==> config.mk <==
export PLATFORM = sky130hd
export DESIGN_NAME = isp_pixel_port
export DESIGN_NICKNAME = d
export VERILOG_FILES = /design/src/isp_pkg.sv /design/src/isp_pixel_port.sv /design/src/isp_sync.sv
export VERILOG_INCLUDE_DIRS = /design/src
export SDC_FILE = /design/constraint.sdc
export NUM_CORES = 1
export LEC_CHECK = 0
export BUFFER_PORTS_ARGS = -buffer_cell sky130_fd_sc_hd__buf_2
export CAP_MARGIN = 5
export CORE_MARGIN = 10
export CORE_UTILIZATION = 30
export CTS_CLUSTER_SIZE = 8
export DETAILED_ROUTE_END_ITERATION = 8
export PLACE_DENSITY_LB_ADDON = 0.05
export SLEW_MARGIN = 20
export SYNTH_ARGS = -nofsm -noshare
export SYNTH_HDL_FRONTEND = slang
export SYNTH_SLANG_ARGS = --single-unit
==> constraint.sdc <==
create_clock -name core_clk -period 2.2 [get_ports core_clk]
set_input_delay 0.44 -clock core_clk [delete_from_list [all_inputs] [get_ports core_clk]]
set_output_delay 0.44 -clock core_clk [all_outputs]
set_load 0.02 [all_outputs]
==> src/isp_map.svh <==
// Constants for the image sensor pixel port
`ifndef ISP_MAP_SVH
`define ISP_MAP_SVH
`define ISP_ARRAY_WIDTH 648
`define ISP_ARRAY_HEIGHT 488
`define ISP_WIN_WIDTH 642
`define ISP_WIN_HEIGHT 482
`define ISP_HBLANK_DEF 10
`define ISP_VBLANK_DEF 8
`define ISP_MCLK_MAX_KHZ 15000
`define ISP_RESET_MIN_CYC 8
`define ISP_ENABLE_MIN_CYC 2
`define ISP_PIX_W 8
`define ISP_I2C_ADDR 7'h21
`endif

==> src/isp_pkg.sv <==
// Types for the image sensor pixel port
package isp_pkg;
	typedef enum logic [1:0] {ISP_IDLE, ISP_VSYNC, ISP_LINE, ISP_HBLANK} isp_state_t;
	typedef logic [7:0] isp_pixel_t;
endpackage : isp_pkg

==> src/isp_pixel_port.sv <==
// Sensor pixel port: enable, frame and line timing, pixel bus, config slave
// Operation
// - Frame timing and pixel outputs operate only while sensor_enable is high; the I2C slave runs regardless
// - All timing from the one master clock
// - Reset input is active low
// - Frame pulse at each frame start
// - Valid strobe high exactly with pixel data
// - Configuration via I2C slave on data line
// - Frame pulse high for vertical blanking count
`timescale 1ns/100ps
`include "isp_map.svh"
module isp_pixel_port #(
	parameter int WIN_W = `ISP_WIN_WIDTH,
	parameter int WIN_H = `ISP_WIN_HEIGHT,
	parameter int ARRAY_W = `ISP_ARRAY_WIDTH,
	parameter int HBLANK = `ISP_HBLANK_DEF,
	parameter int VBLANK = `ISP_VBLANK_DEF
) (
	input wire logic core_clk,
	input wire logic resetn,
	input wire logic sensor_enable,
	input wire logic i2c_scl_in,
	input wire logic i2c_sda_in,
	output logic i2c_sda_out,
	output logic i2c_sda_oe,
	output isp_pkg::isp_pixel_t pixel_bus,
	output logic pixel_valid_strobe,
	output logic frame_sync,
	output logic [7:0] cfg_last_byte
);
	import isp_pkg::*;
	initial
	begin
		if (WIN_W < 1 || WIN_W > ARRAY_W || WIN_H < 1 || VBLANK < 1 || HBLANK < 0)
			$error("isp_pixel_port: bad geometry");
	end
	localparam int LOWLEN = HBLANK + ARRAY_W - WIN_W;
	logic en_s, scl_s, sda_s;
	// Pins are asynchronous to the core clock
	// I2C lines idle high, enable idles low
	isp_sync #(.WIDTH(3), .RESET_VAL(3'h3)) u_sync (
		.core_clk(core_clk),
		.resetn(resetn),
		.async_in({sensor_enable, i2c_scl_in, i2c_sda_in}),
		.sync_out({en_s, scl_s, sda_s})
	);
	isp_state_t state_q;
	logic [15:0] cnt_q;
	logic [15:0] row_q;
	// Frame timing; disabling ends any frame at once
	always_ff @(posedge core_clk or negedge resetn)
	begin
		if (!resetn)
		begin
			state_q <= ISP_IDLE;
			cnt_q <= 16'h0000;
			row_q <= 16'h0000;
		end
		else if (!en_s)
		begin
			state_q <= ISP_IDLE;
			cnt_q <= 16'h0000;
			row_q <= 16'h0000;
		end
		else
		begin
			case (state_q)
				ISP_IDLE:
				begin
					state_q <= ISP_VSYNC;
					cnt_q <= 16'h0000;
				end
				ISP_VSYNC:
					if (cnt_q == 16'(VBLANK - 1))
					begin
						state_q <= ISP_LINE;
						cnt_q <= 16'h0000;
						row_q <= 16'h0000;
					end
					else
						cnt_q <= cnt_q + 16'h0001;
				ISP_LINE:
					if (cnt_q == 16'(WIN_W - 1))
					begin
						cnt_q <= 16'h0000;
						if (row_q == 16'(WIN_H - 1))
							state_q <= ISP_VSYNC;
						else if (LOWLEN == 0)
							row_q <= row_q + 16'h0001;
						else
							state_q <= ISP_HBLANK;
					end
					else
						cnt_q <= cnt_q + 16'h0001;
				ISP_HBLANK:
					if (cnt_q == 16'(LOWLEN - 1))
					begin
						state_q <= ISP_LINE;
						cnt_q <= 16'h0000;
						row_q <= row_q + 16'h0001;
					end
					else
						cnt_q <= cnt_q + 16'h0001;
				default:
					state_q <= ISP_IDLE;
			endcase
		end
	end
	// Test pattern stands in for the ADC; taken from the current count, no extra lag
	function automatic isp_pixel_t test_pattern(input logic [15:0] col, input logic [15:0] row);
		test_pattern = col[7:0] ^ row[7:0];
	endfunction : test_pattern
	// Registered so outputs move after the edge
	always_ff @(posedge core_clk or negedge resetn)
	begin
		if (!resetn)
		begin
			pixel_bus <= 8'h00;
			pixel_valid_strobe <= 1'b0;
			frame_sync <= 1'b0;
		end
		else
		begin
			frame_sync <= en_s && state_q == ISP_VSYNC;
			pixel_valid_strobe <= en_s && state_q == ISP_LINE;
			pixel_bus <= (en_s && state_q == ISP_LINE) ? test_pattern(cnt_q, row_q) : 8'h00;
		end
	end
	// Only writes to our address are acked; reads are refused at the address byte
	function automatic logic addr_hit(input logic [7:0] b);
		addr_hit = b[7:1] == `ISP_I2C_ADDR && !b[0];
	endfunction : addr_hit
	// Minimal I2C slave: address match, acks writes, keeps last data byte
	logic scl_d_q, sda_d_q;
	logic busy_q, addr_ok_q, is_addr_q, ack_q;
	logic [3:0] bit_q;
	logic [7:0] sh_q;
	wire logic scl_rise = scl_s && !scl_d_q;
	wire logic scl_fall = !scl_s && scl_d_q;
	wire logic start_c = scl_s && scl_d_q && sda_d_q && !sda_s;
	wire logic stop_c = scl_s && scl_d_q && !sda_d_q && sda_s;
	always_ff @(posedge core_clk or negedge resetn)
	begin
		if (!resetn)
		begin
			scl_d_q <= 1'b1;
			sda_d_q <= 1'b1;
		end
		else
		begin
			scl_d_q <= scl_s;
			sda_d_q <= sda_s;
		end
	end
	always_ff @(posedge core_clk or negedge resetn)
	begin
		if (!resetn)
		begin
			busy_q <= 1'b0;
			addr_ok_q <= 1'b0;
			is_addr_q <= 1'b0;
			ack_q <= 1'b0;
			bit_q <= 4'h0;
			sh_q <= 8'h00;
			cfg_last_byte <= 8'h00;
			i2c_sda_out <= 1'b0;
			i2c_sda_oe <= 1'b0;
		end
		else if (start_c)
		begin
			busy_q <= 1'b1;
			is_addr_q <= 1'b1;
			addr_ok_q <= 1'b0;
			bit_q <= 4'h0;
			ack_q <= 1'b0;
			i2c_sda_oe <= 1'b0;
		end
		else if (stop_c)
		begin
			busy_q <= 1'b0;
			ack_q <= 1'b0;
			i2c_sda_oe <= 1'b0;
		end
		else if (busy_q && scl_rise && !ack_q)
		begin
			sh_q <= {sh_q[6:0], sda_s};
			bit_q <= bit_q + 4'h1;
		end
		else if (busy_q && scl_fall)
		begin
			if (ack_q)
			begin
				// Ack released; reads not supported, master sees 0xFF
				ack_q <= 1'b0;
				i2c_sda_oe <= 1'b0;
				bit_q <= 4'h0;
				is_addr_q <= 1'b0;
			end
			else if (bit_q == 4'h8)
			begin
				if (is_addr_q)
				begin
					addr_ok_q <= addr_hit(sh_q);
					ack_q <= addr_hit(sh_q);
					i2c_sda_oe <= addr_hit(sh_q);
					if (!addr_hit(sh_q))
						busy_q <= 1'b0;
				end
				else if (addr_ok_q)
				begin
					cfg_last_byte <= sh_q;
					ack_q <= 1'b1;
					i2c_sda_oe <= 1'b1;
				end
				i2c_sda_out <= 1'b0;
			end
		end
	end
endmodule : isp_pixel_port

==> src/isp_sync.sv <==
// Two-stage synchroniser for pin inputs
`timescale 1ns/100ps
module isp_sync #(
	parameter int WIDTH = 1,
	// Idle level of the pins, so no false edge follows reset
	parameter logic [WIDTH-1:0] RESET_VAL = '0
) (
	input wire logic core_clk,
	input wire logic resetn,
	input wire logic [WIDTH-1:0] async_in,
	output logic [WIDTH-1:0] sync_out
);
	logic [WIDTH-1:0] meta_q;
	always_ff @(posedge core_clk or negedge resetn)
	begin
		if (!resetn)
		begin
			meta_q <= RESET_VAL;
			sync_out <= RESET_VAL;
		end
		else
		begin
			meta_q <= async_in;
			sync_out <= meta_q;
		end
	end
endmodule : isp_sync

## Word level (Yosys, flattened, before mapping)

Cells that the tools add are included.

| operators by class | value |
|---|---|
| multipliers | 0 |
| mux-type cells | 57 |
| divide/modulo/power cells | 0 |
| magnitude comparators | 0 |
| shift operators | 0 |
| reductions and logical operators | 41 |
| bitwise gates (word level) | 6 |
| eq/ne operators | 19 |
| $add $sub $neg | 3 |

Operator list:

| operator | count |
|---|---|
| 16-bit two-way mux | 7 |
| 16-bit one-hot mux with 4 select lines | 1 |
| 1-bit two-way mux | 36 |
| 16-bit by 1-bit adder with 16-bit output, second input constant | 2 |
| 16-bit one-hot mux with 2 select lines | 1 |
| 4-bit two-way mux | 5 |
| 3-bit inequality test, second input constant | 6 |
| 16-bit by 10-bit == test with 1-bit output, second input constant | 1 |
| 16-bit by 3-bit == test with 1-bit output, second input constant | 1 |
| 16-bit by 4-bit == test with 1-bit output, second input constant | 1 |
| 16-bit by 9-bit == test with 1-bit output, second input constant | 1 |
| 3-bit nonzero test | 5 |
| 1-bit logical AND | 13 |
| 3-bit AND reduction | 4 |
| 6-bit AND reduction | 2 |
| 2-bit two-way mux | 5 |
| 8-bit two-way mux | 1 |
| 2-bit one-hot mux with 4 select lines | 1 |
| 4-bit AND reduction | 2 |
| 8-bit AND reduction | 1 |
| 2-bit nonzero test | 4 |
| 8-bit XOR | 1 |
| 7-bit by 6-bit == test with 1-bit output, second input constant | 1 |
| 1-bit zero test | 6 |
| 12 further kinds | 18 |

| word-level totals | value |
|---|---|
| bits in read-only memories | 0 |
| memories | 0 |
| register bits | 77 |
| input bits | 5 |
| bits in writable memories | 0 |
| output and inout port bits | 20 |
| logic and storage cells | 144 |
| bits in latches | 0 |

## Logic depth before layout (Yosys ltp)

| logic depth | value |
|---|---|
| depth in word-level cells | 10 |
| mapped depth | 8 |
| gate-level depth less buffers | 7 |

## Hierarchy

From an unflattened synthesis, not the netlist that was laid out.

| second synthesis, totals | value |
|---|---|
| cells, all modules | 371 |
| area total of the unflattened synthesis | 3733.6 um^2 |

Modules (own cells, without submodules):

| module | cells an instance | times used | area an instance (um^2) | seq. area each (um^2) |
|---|---|---|---|---|
| isp_pixel_port | 365 | 1 | 3578.4 | 1779.2 |
| isp_sync | 6 | 1 | 155.1 | 155.1 |

## Worst setup path after synthesis

OpenSTA, ideal clock, no wires.

| timing path | value |
|---|---|
| path type | register to register |
| start | reg scl_d_q |
| end | reg cfg_last_byte[0] |
| stages on the path, launching flop included | 7 |
| clock period less this slack | 1860 ps |
| data required time | 2075 ps |
| slack | 340 ps |
| arrival | 1736 ps |
| path buffers | 1 |
| cells stage by stage | dfstp_2 nand2_1 or2_2 nor3_2 and4b_1 buf_4 mux2_2 |

| between the ends | value |
|---|---|
| cells in the longest elaborated chain, start to end | 6 |
| elaborated cells on any way between the ends | 15 |
| those cells by class | bitwise (3); reduce/logical (12) |

Ends and longest elaborated chain:

| what | line | text |
|---|---|---|
| from (decl) | isp_pixel_port.sv:134 | `logic scl_d_q, sda_d_q;` |
| from (signal assigned) | isp_pixel_port.sv:151 | `scl_d_q <= scl_s;` |
| 1-bit zero test | isp_pixel_port.sv:138 | `wire logic scl_rise = scl_s && !scl_d_q;` |
| 1-bit logical AND | isp_pixel_port.sv:138 |  |
| 1-bit logical AND (2 in a row) | isp_pixel_port.sv:184 | `else if (busy_q && scl_rise && !ack_q)` |
| 1-bit inverter (no line) | n/a |  |
| 8-bit AND reduction (no line) (*) | n/a |  |
| to (signal assigned) | isp_pixel_port.sv:211 | `cfg_last_byte <= sh_q;` |
| to (decl) | isp_pixel_port.sv:29 | `output logic [7:0] cfg_last_byte` |

Every way passes the cells marked *; elsewhere a longest branch is shown, timed or not.
A chain may end at the register's enable or synchronous reset.

## Final worst setup path

| timing path | value |
|---|---|
| start | reg scl_d_q |
| end | reg cfg_last_byte[2] |

The elaborated chain is that of the path after synthesis.

==> out/qor.log <==
INFO  sta            final_worst_path_period_share=91.90%
INFO  pwr            vdd_ir_drop_max=408.9uV
INFO  yosys          post-synth-top-area-fraction=48.09%
INFO  yosys          synth_cell_types=57
INFO  clocking       cts.root.buffer_cell=sky130_fd_sc_hd__clkbuf_16
INFO  yosys          ys_warns=0
INFO  clocking       tritoncts_clock_tree=yes
INFO  grt            first_global_vias=2720
INFO  sta            hold_viol_final=0
INFO  yosys          yosys-top-cells-count=71 x sky130_fd_sc_hd__dfrtp_1, 51 x sky130_fd_sc_hd__nor2_1, 39 x sky130_fd_sc_hd__nand2_1
INFO  setup_path     crit_path_start_kind=flip-flop
INFO  outcome        status=finished clean
INFO  die            die_x=131.0microns
INFO  placement      gp_routability_congestion=0.7518
INFO  placement      numPlacedInstances=532
INFO  sta            rsz_0062_raised_after_global_routing=false
INFO  yosys          synth_top_flop_cell=sky130_fd_sc_hd__dfrtp_1
INFO  grt            grt-ovfl-total=0
INFO  pwr            power.static_leakage=1.888nW
INFO  sta            slew_viol_final=0
INFO  yosys          synth.most_common_cell=sky130_fd_sc_hd__dfrtp_1
INFO  clocking       cts.clk_slew.worst_paths=0.06ns
INFO  die            io_pins=25
INFO  die            floorplan.die_area=17150squm
INFO  routing        drc=0
INFO  routing        drt-met1-wl=4063microns
INFO  setup_path     critical_path_endpoint_category=flip-flop
INFO  clocking       cts-htree-levels=3
INFO  placement      port_buffers=23
INFO  pwr            p_seq_share=48.4%
INFO  yosys          postSynthNetCount=378
INFO  sta            worst_pin_slew=0.5239ns
INFO  finish         insertedDiodeCount=0
INFO  pwr            p_int=2.525mW
INFO  finish         ratio_of_cells_with_drive_above_1_in_the_final_layout=19.70%
INFO  setup_path     cp_data_arrival_time=2.25ns
INFO  sta            fin_tns_setup=0ns
INFO  setup_path     worst-setup-path-type=reg2reg
INFO  pwr            total_power=3.362mW
INFO  die            initial_utilization=30.76%
INFO  clocking       cts_hold_buf=0
INFO  routing        first_pass_drt_iterations=4
INFO  grt            grtUsageTotal=11.09%
INFO  die            dieHeight=131.0microns
INFO  pwr            clockPowerShare=45.0%
INFO  routing        wl=8585microns
INFO  sta            layout_skew=0.006753ns
INFO  yosys          synth-edff-count=0
INFO  pwr            comb_power_share=6.6%
INFO  yosys          yosys.area.top_type=sky130_fd_sc_hd__dfrtp_1
INFO  min_path       worstHoldPathType=in2async
INFO  routing        maxUsedRoutingLayer=met4
INFO  yosys          post_synth_inst_count=367
INFO  setup_path     highest_net_fanout_along_the_worst_path=8
INFO  yosys          synth.ff_latch_count=77
INFO  yosys          netlist_area=3695squm
INFO  sta            timing.slew.headroom=64.95%
INFO  clocking       clock-sinks=77
INFO  grt            grt_pass1_wl=14660microns
INFO  clocking       total_clock_buffers_created_by_cts=9
INFO  pwr            power_switching=0.8369mW
INFO  routing        initialDrtViolationCount=165
INFO  sta            period_minus_slack=2.022ns
INFO  yosys          synth_top_cells_by_area=sky130_fd_sc_hd__dfrtp_1 48%, sky130_fd_sc_hd__nor2_1 5.2%, sky130_fd_sc_hd__dfstp_2 4.3%
INFO  clocking       clock_latency=0.34ns
INFO  grt            grt_start_max_net_pins=48
INFO  finish         finish.cell_count_without_fillers=548
INFO  routing        route.met3.wl=367microns
INFO  setup_path     setup.reg_to_reg.worst_slack=0.18ns
INFO  finish         area_delta_synth_final=16.22%
INFO  pwr            switching_share=24.89%
INFO  routing        drt-vias-per-instance=4.881
INFO  sta            setup_viol_count_final=0
INFO  sta            achievable-frequency=0.4946GHz
INFO  die            coreArea=12010squm
INFO  die            row_count=40
INFO  setup_path     timing.critical_path.required=2.43ns
INFO  clocking       maximum_count_of_clock_buffers_along_a_single_path=2
INFO  routing        drtAntennaViolNets=0
INFO  finish         net_count_of_the_finished_layout=407
INFO  placement      final_hpwl_dp=5976microns
INFO  yosys          synthArstFlopShare=100.0%
INFO  routing        routed-via-count=2675
INFO  flow_run       max_cap_violations=0
INFO  yosys          synthesized_area_divided_by_synthesized_cell_count=10.07squm
INFO  pwr            cellPowerDensity=783.0nW/um^2
INFO  yosys          seq_area_frac_synth=52.35%
INFO  grt            grt_antenna_before_repair=0
INFO  routing        dr_wl_met2=4069microns
INFO  routing        route.detailed.wl_per_inst=15.67microns
-- placed cells by master (no fill, tap or decap), types with 9 or more instances in the layout --
cell type	n
sky130_fd_sc_hd__dfrtp_1	71
sky130_fd_sc_hd__nor2_1	51
sky130_fd_sc_hd__nand2_1	39
sky130_fd_sc_hd__buf_2	22
sky130_fd_sc_hd__o21ai_0	20
sky130_fd_sc_hd__nand3_1	19
sky130_fd_sc_hd__xnor2_1	15
sky130_fd_sc_hd__a21oi_1	15
sky130_fd_sc_hd__buf_4	11
sky130_fd_sc_hd__inv_1	10
sky130_fd_sc_hd__nand4_1	10
sky130_fd_sc_hd__xor2_1	10
sky130_fd_sc_hd__clkbuf_16	9
-- cell type report --
class / count / area, sq um
sequential: 77 / 1934
timing repair buffer: 34 / 212.7
multi-input combinational: 262 / 1612
clock inverter: 5 / 58.81
inverter: 12 / 50.05
tap: 147 / 183.9
clock buffer: 11 / 242.7
fill: 1251 / 7717
-- metrics by stage --
| stage | cell area [sq um] | setup WS (ns) | util (%) | hold WS, ns |
|---|---|---|---|---|
| global placement | 3983 | 0.1259 | 33.16 | 0.3390 |
| CTS | 4284 | 0.05945 | 35.67 | 0.05054 |
| finish | 4294 | 0.1783 | 35.75 | 0.04007 |
| global route | 4294 | 0.04206 | 35.75 | 0.06575 |
| detailed placement | 3983 | 0.06461 | 33.16 | 0.3395 |
| floorplan | 3695 | 0.3397 | - | 0.1444 |
-- timing repair --
| action | 4_1_cts | 5_1_grt |
|---|---|---|
| endpoints found under the setup margin | 0 | 15 |
| gates resized for setup | 0 | 2 |
| buffers inserted | 0 | 0 |
-- power by group through the flow --
stage | Combinational, mW | Clock, mW | Sequential (mW)
4_1_cts | 0.231 | 1.58 | 1.63
6_report | 0.222 | 1.51 | 1.63
2_1_floorplan | 0.154 | 0 | 1.62
5_1_grt | 0.262 | 1.62 | 1.64
3_5_place_dp | 0.229 | 0 | 1.65
3_3_place_gp | 0.229 | 0 | 1.65
-- critical path: stages, from the launching register on --
cell	delay (ns)
sky130_fd_sc_hd__dfstp_2	0.57
sky130_fd_sc_hd__nand2_1	0.07
sky130_fd_sc_hd__or2_2	0.29
sky130_fd_sc_hd__nor3_2	0.22
sky130_fd_sc_hd__and4b_2	0.39
sky130_fd_sc_hd__mux2_2	0.37
-- routing by layer --
layer,global-route usage (%),vias to the layer above
met4,3.336,0
met5,0,-
met2,17.45,38
li1,-,1335
met3,4.553,7
met1,13.61,1295
-- kinds of logic after synthesis --
logic type | share of synthesized area (%)
AO/OA/AOI/OAI | 9.821
XOR/XNOR | 5.926
adder cells (fa/ha/maj) | 2.032
buffers and inverters | 4.301
flip-flops | 52.35
multiplexers | 2.438
other | 0.1015
AND/OR/NAND/NOR | 23.03
-- registers in the layout (all words and copies together) (netlist names) --
| name | cells |
|---|---|
| u_sync.meta_q | 3 |
| scl_d_q | 1 |
| bit_q | 4 |
| pixel_valid_strobe | 1 |
| pixel_bus | 8 |
| state_q | 2 |
| cnt_q | 16 |
| is_addr_q | 1 |
| frame_sync | 1 |
| row_q | 16 |
| cfg_last_byte | 8 |
| sda_d_q | 1 |
| i2c_sda_oe | 1 |
| sh_q | 8 |
| busy_q | 1 |
| addr_ok_q | 1 |
| ack_q | 1 |
| u_sync.sync_out | 3 |
-- path summary, 6_finish.rpt --
kind                                      endpoint  cells after the start        startpoint
max in group asynchronous         u_sync.meta_q[0]                      2            resetn
min in group core_clk             u_sync.meta_q[1]                      1        i2c_scl_in
worst min register to register  u_sync.sync_out[2]                      0  u_sync.meta_q[2]
worst max register to register    cfg_last_byte[2]                      5           scl_d_q
worst max-delay path              cfg_last_byte[2]                      5           scl_d_q
worst min-delay path                    i2c_sda_oe                      1            resetn
No activity file was read; power rests on OpenSTA's default activity.
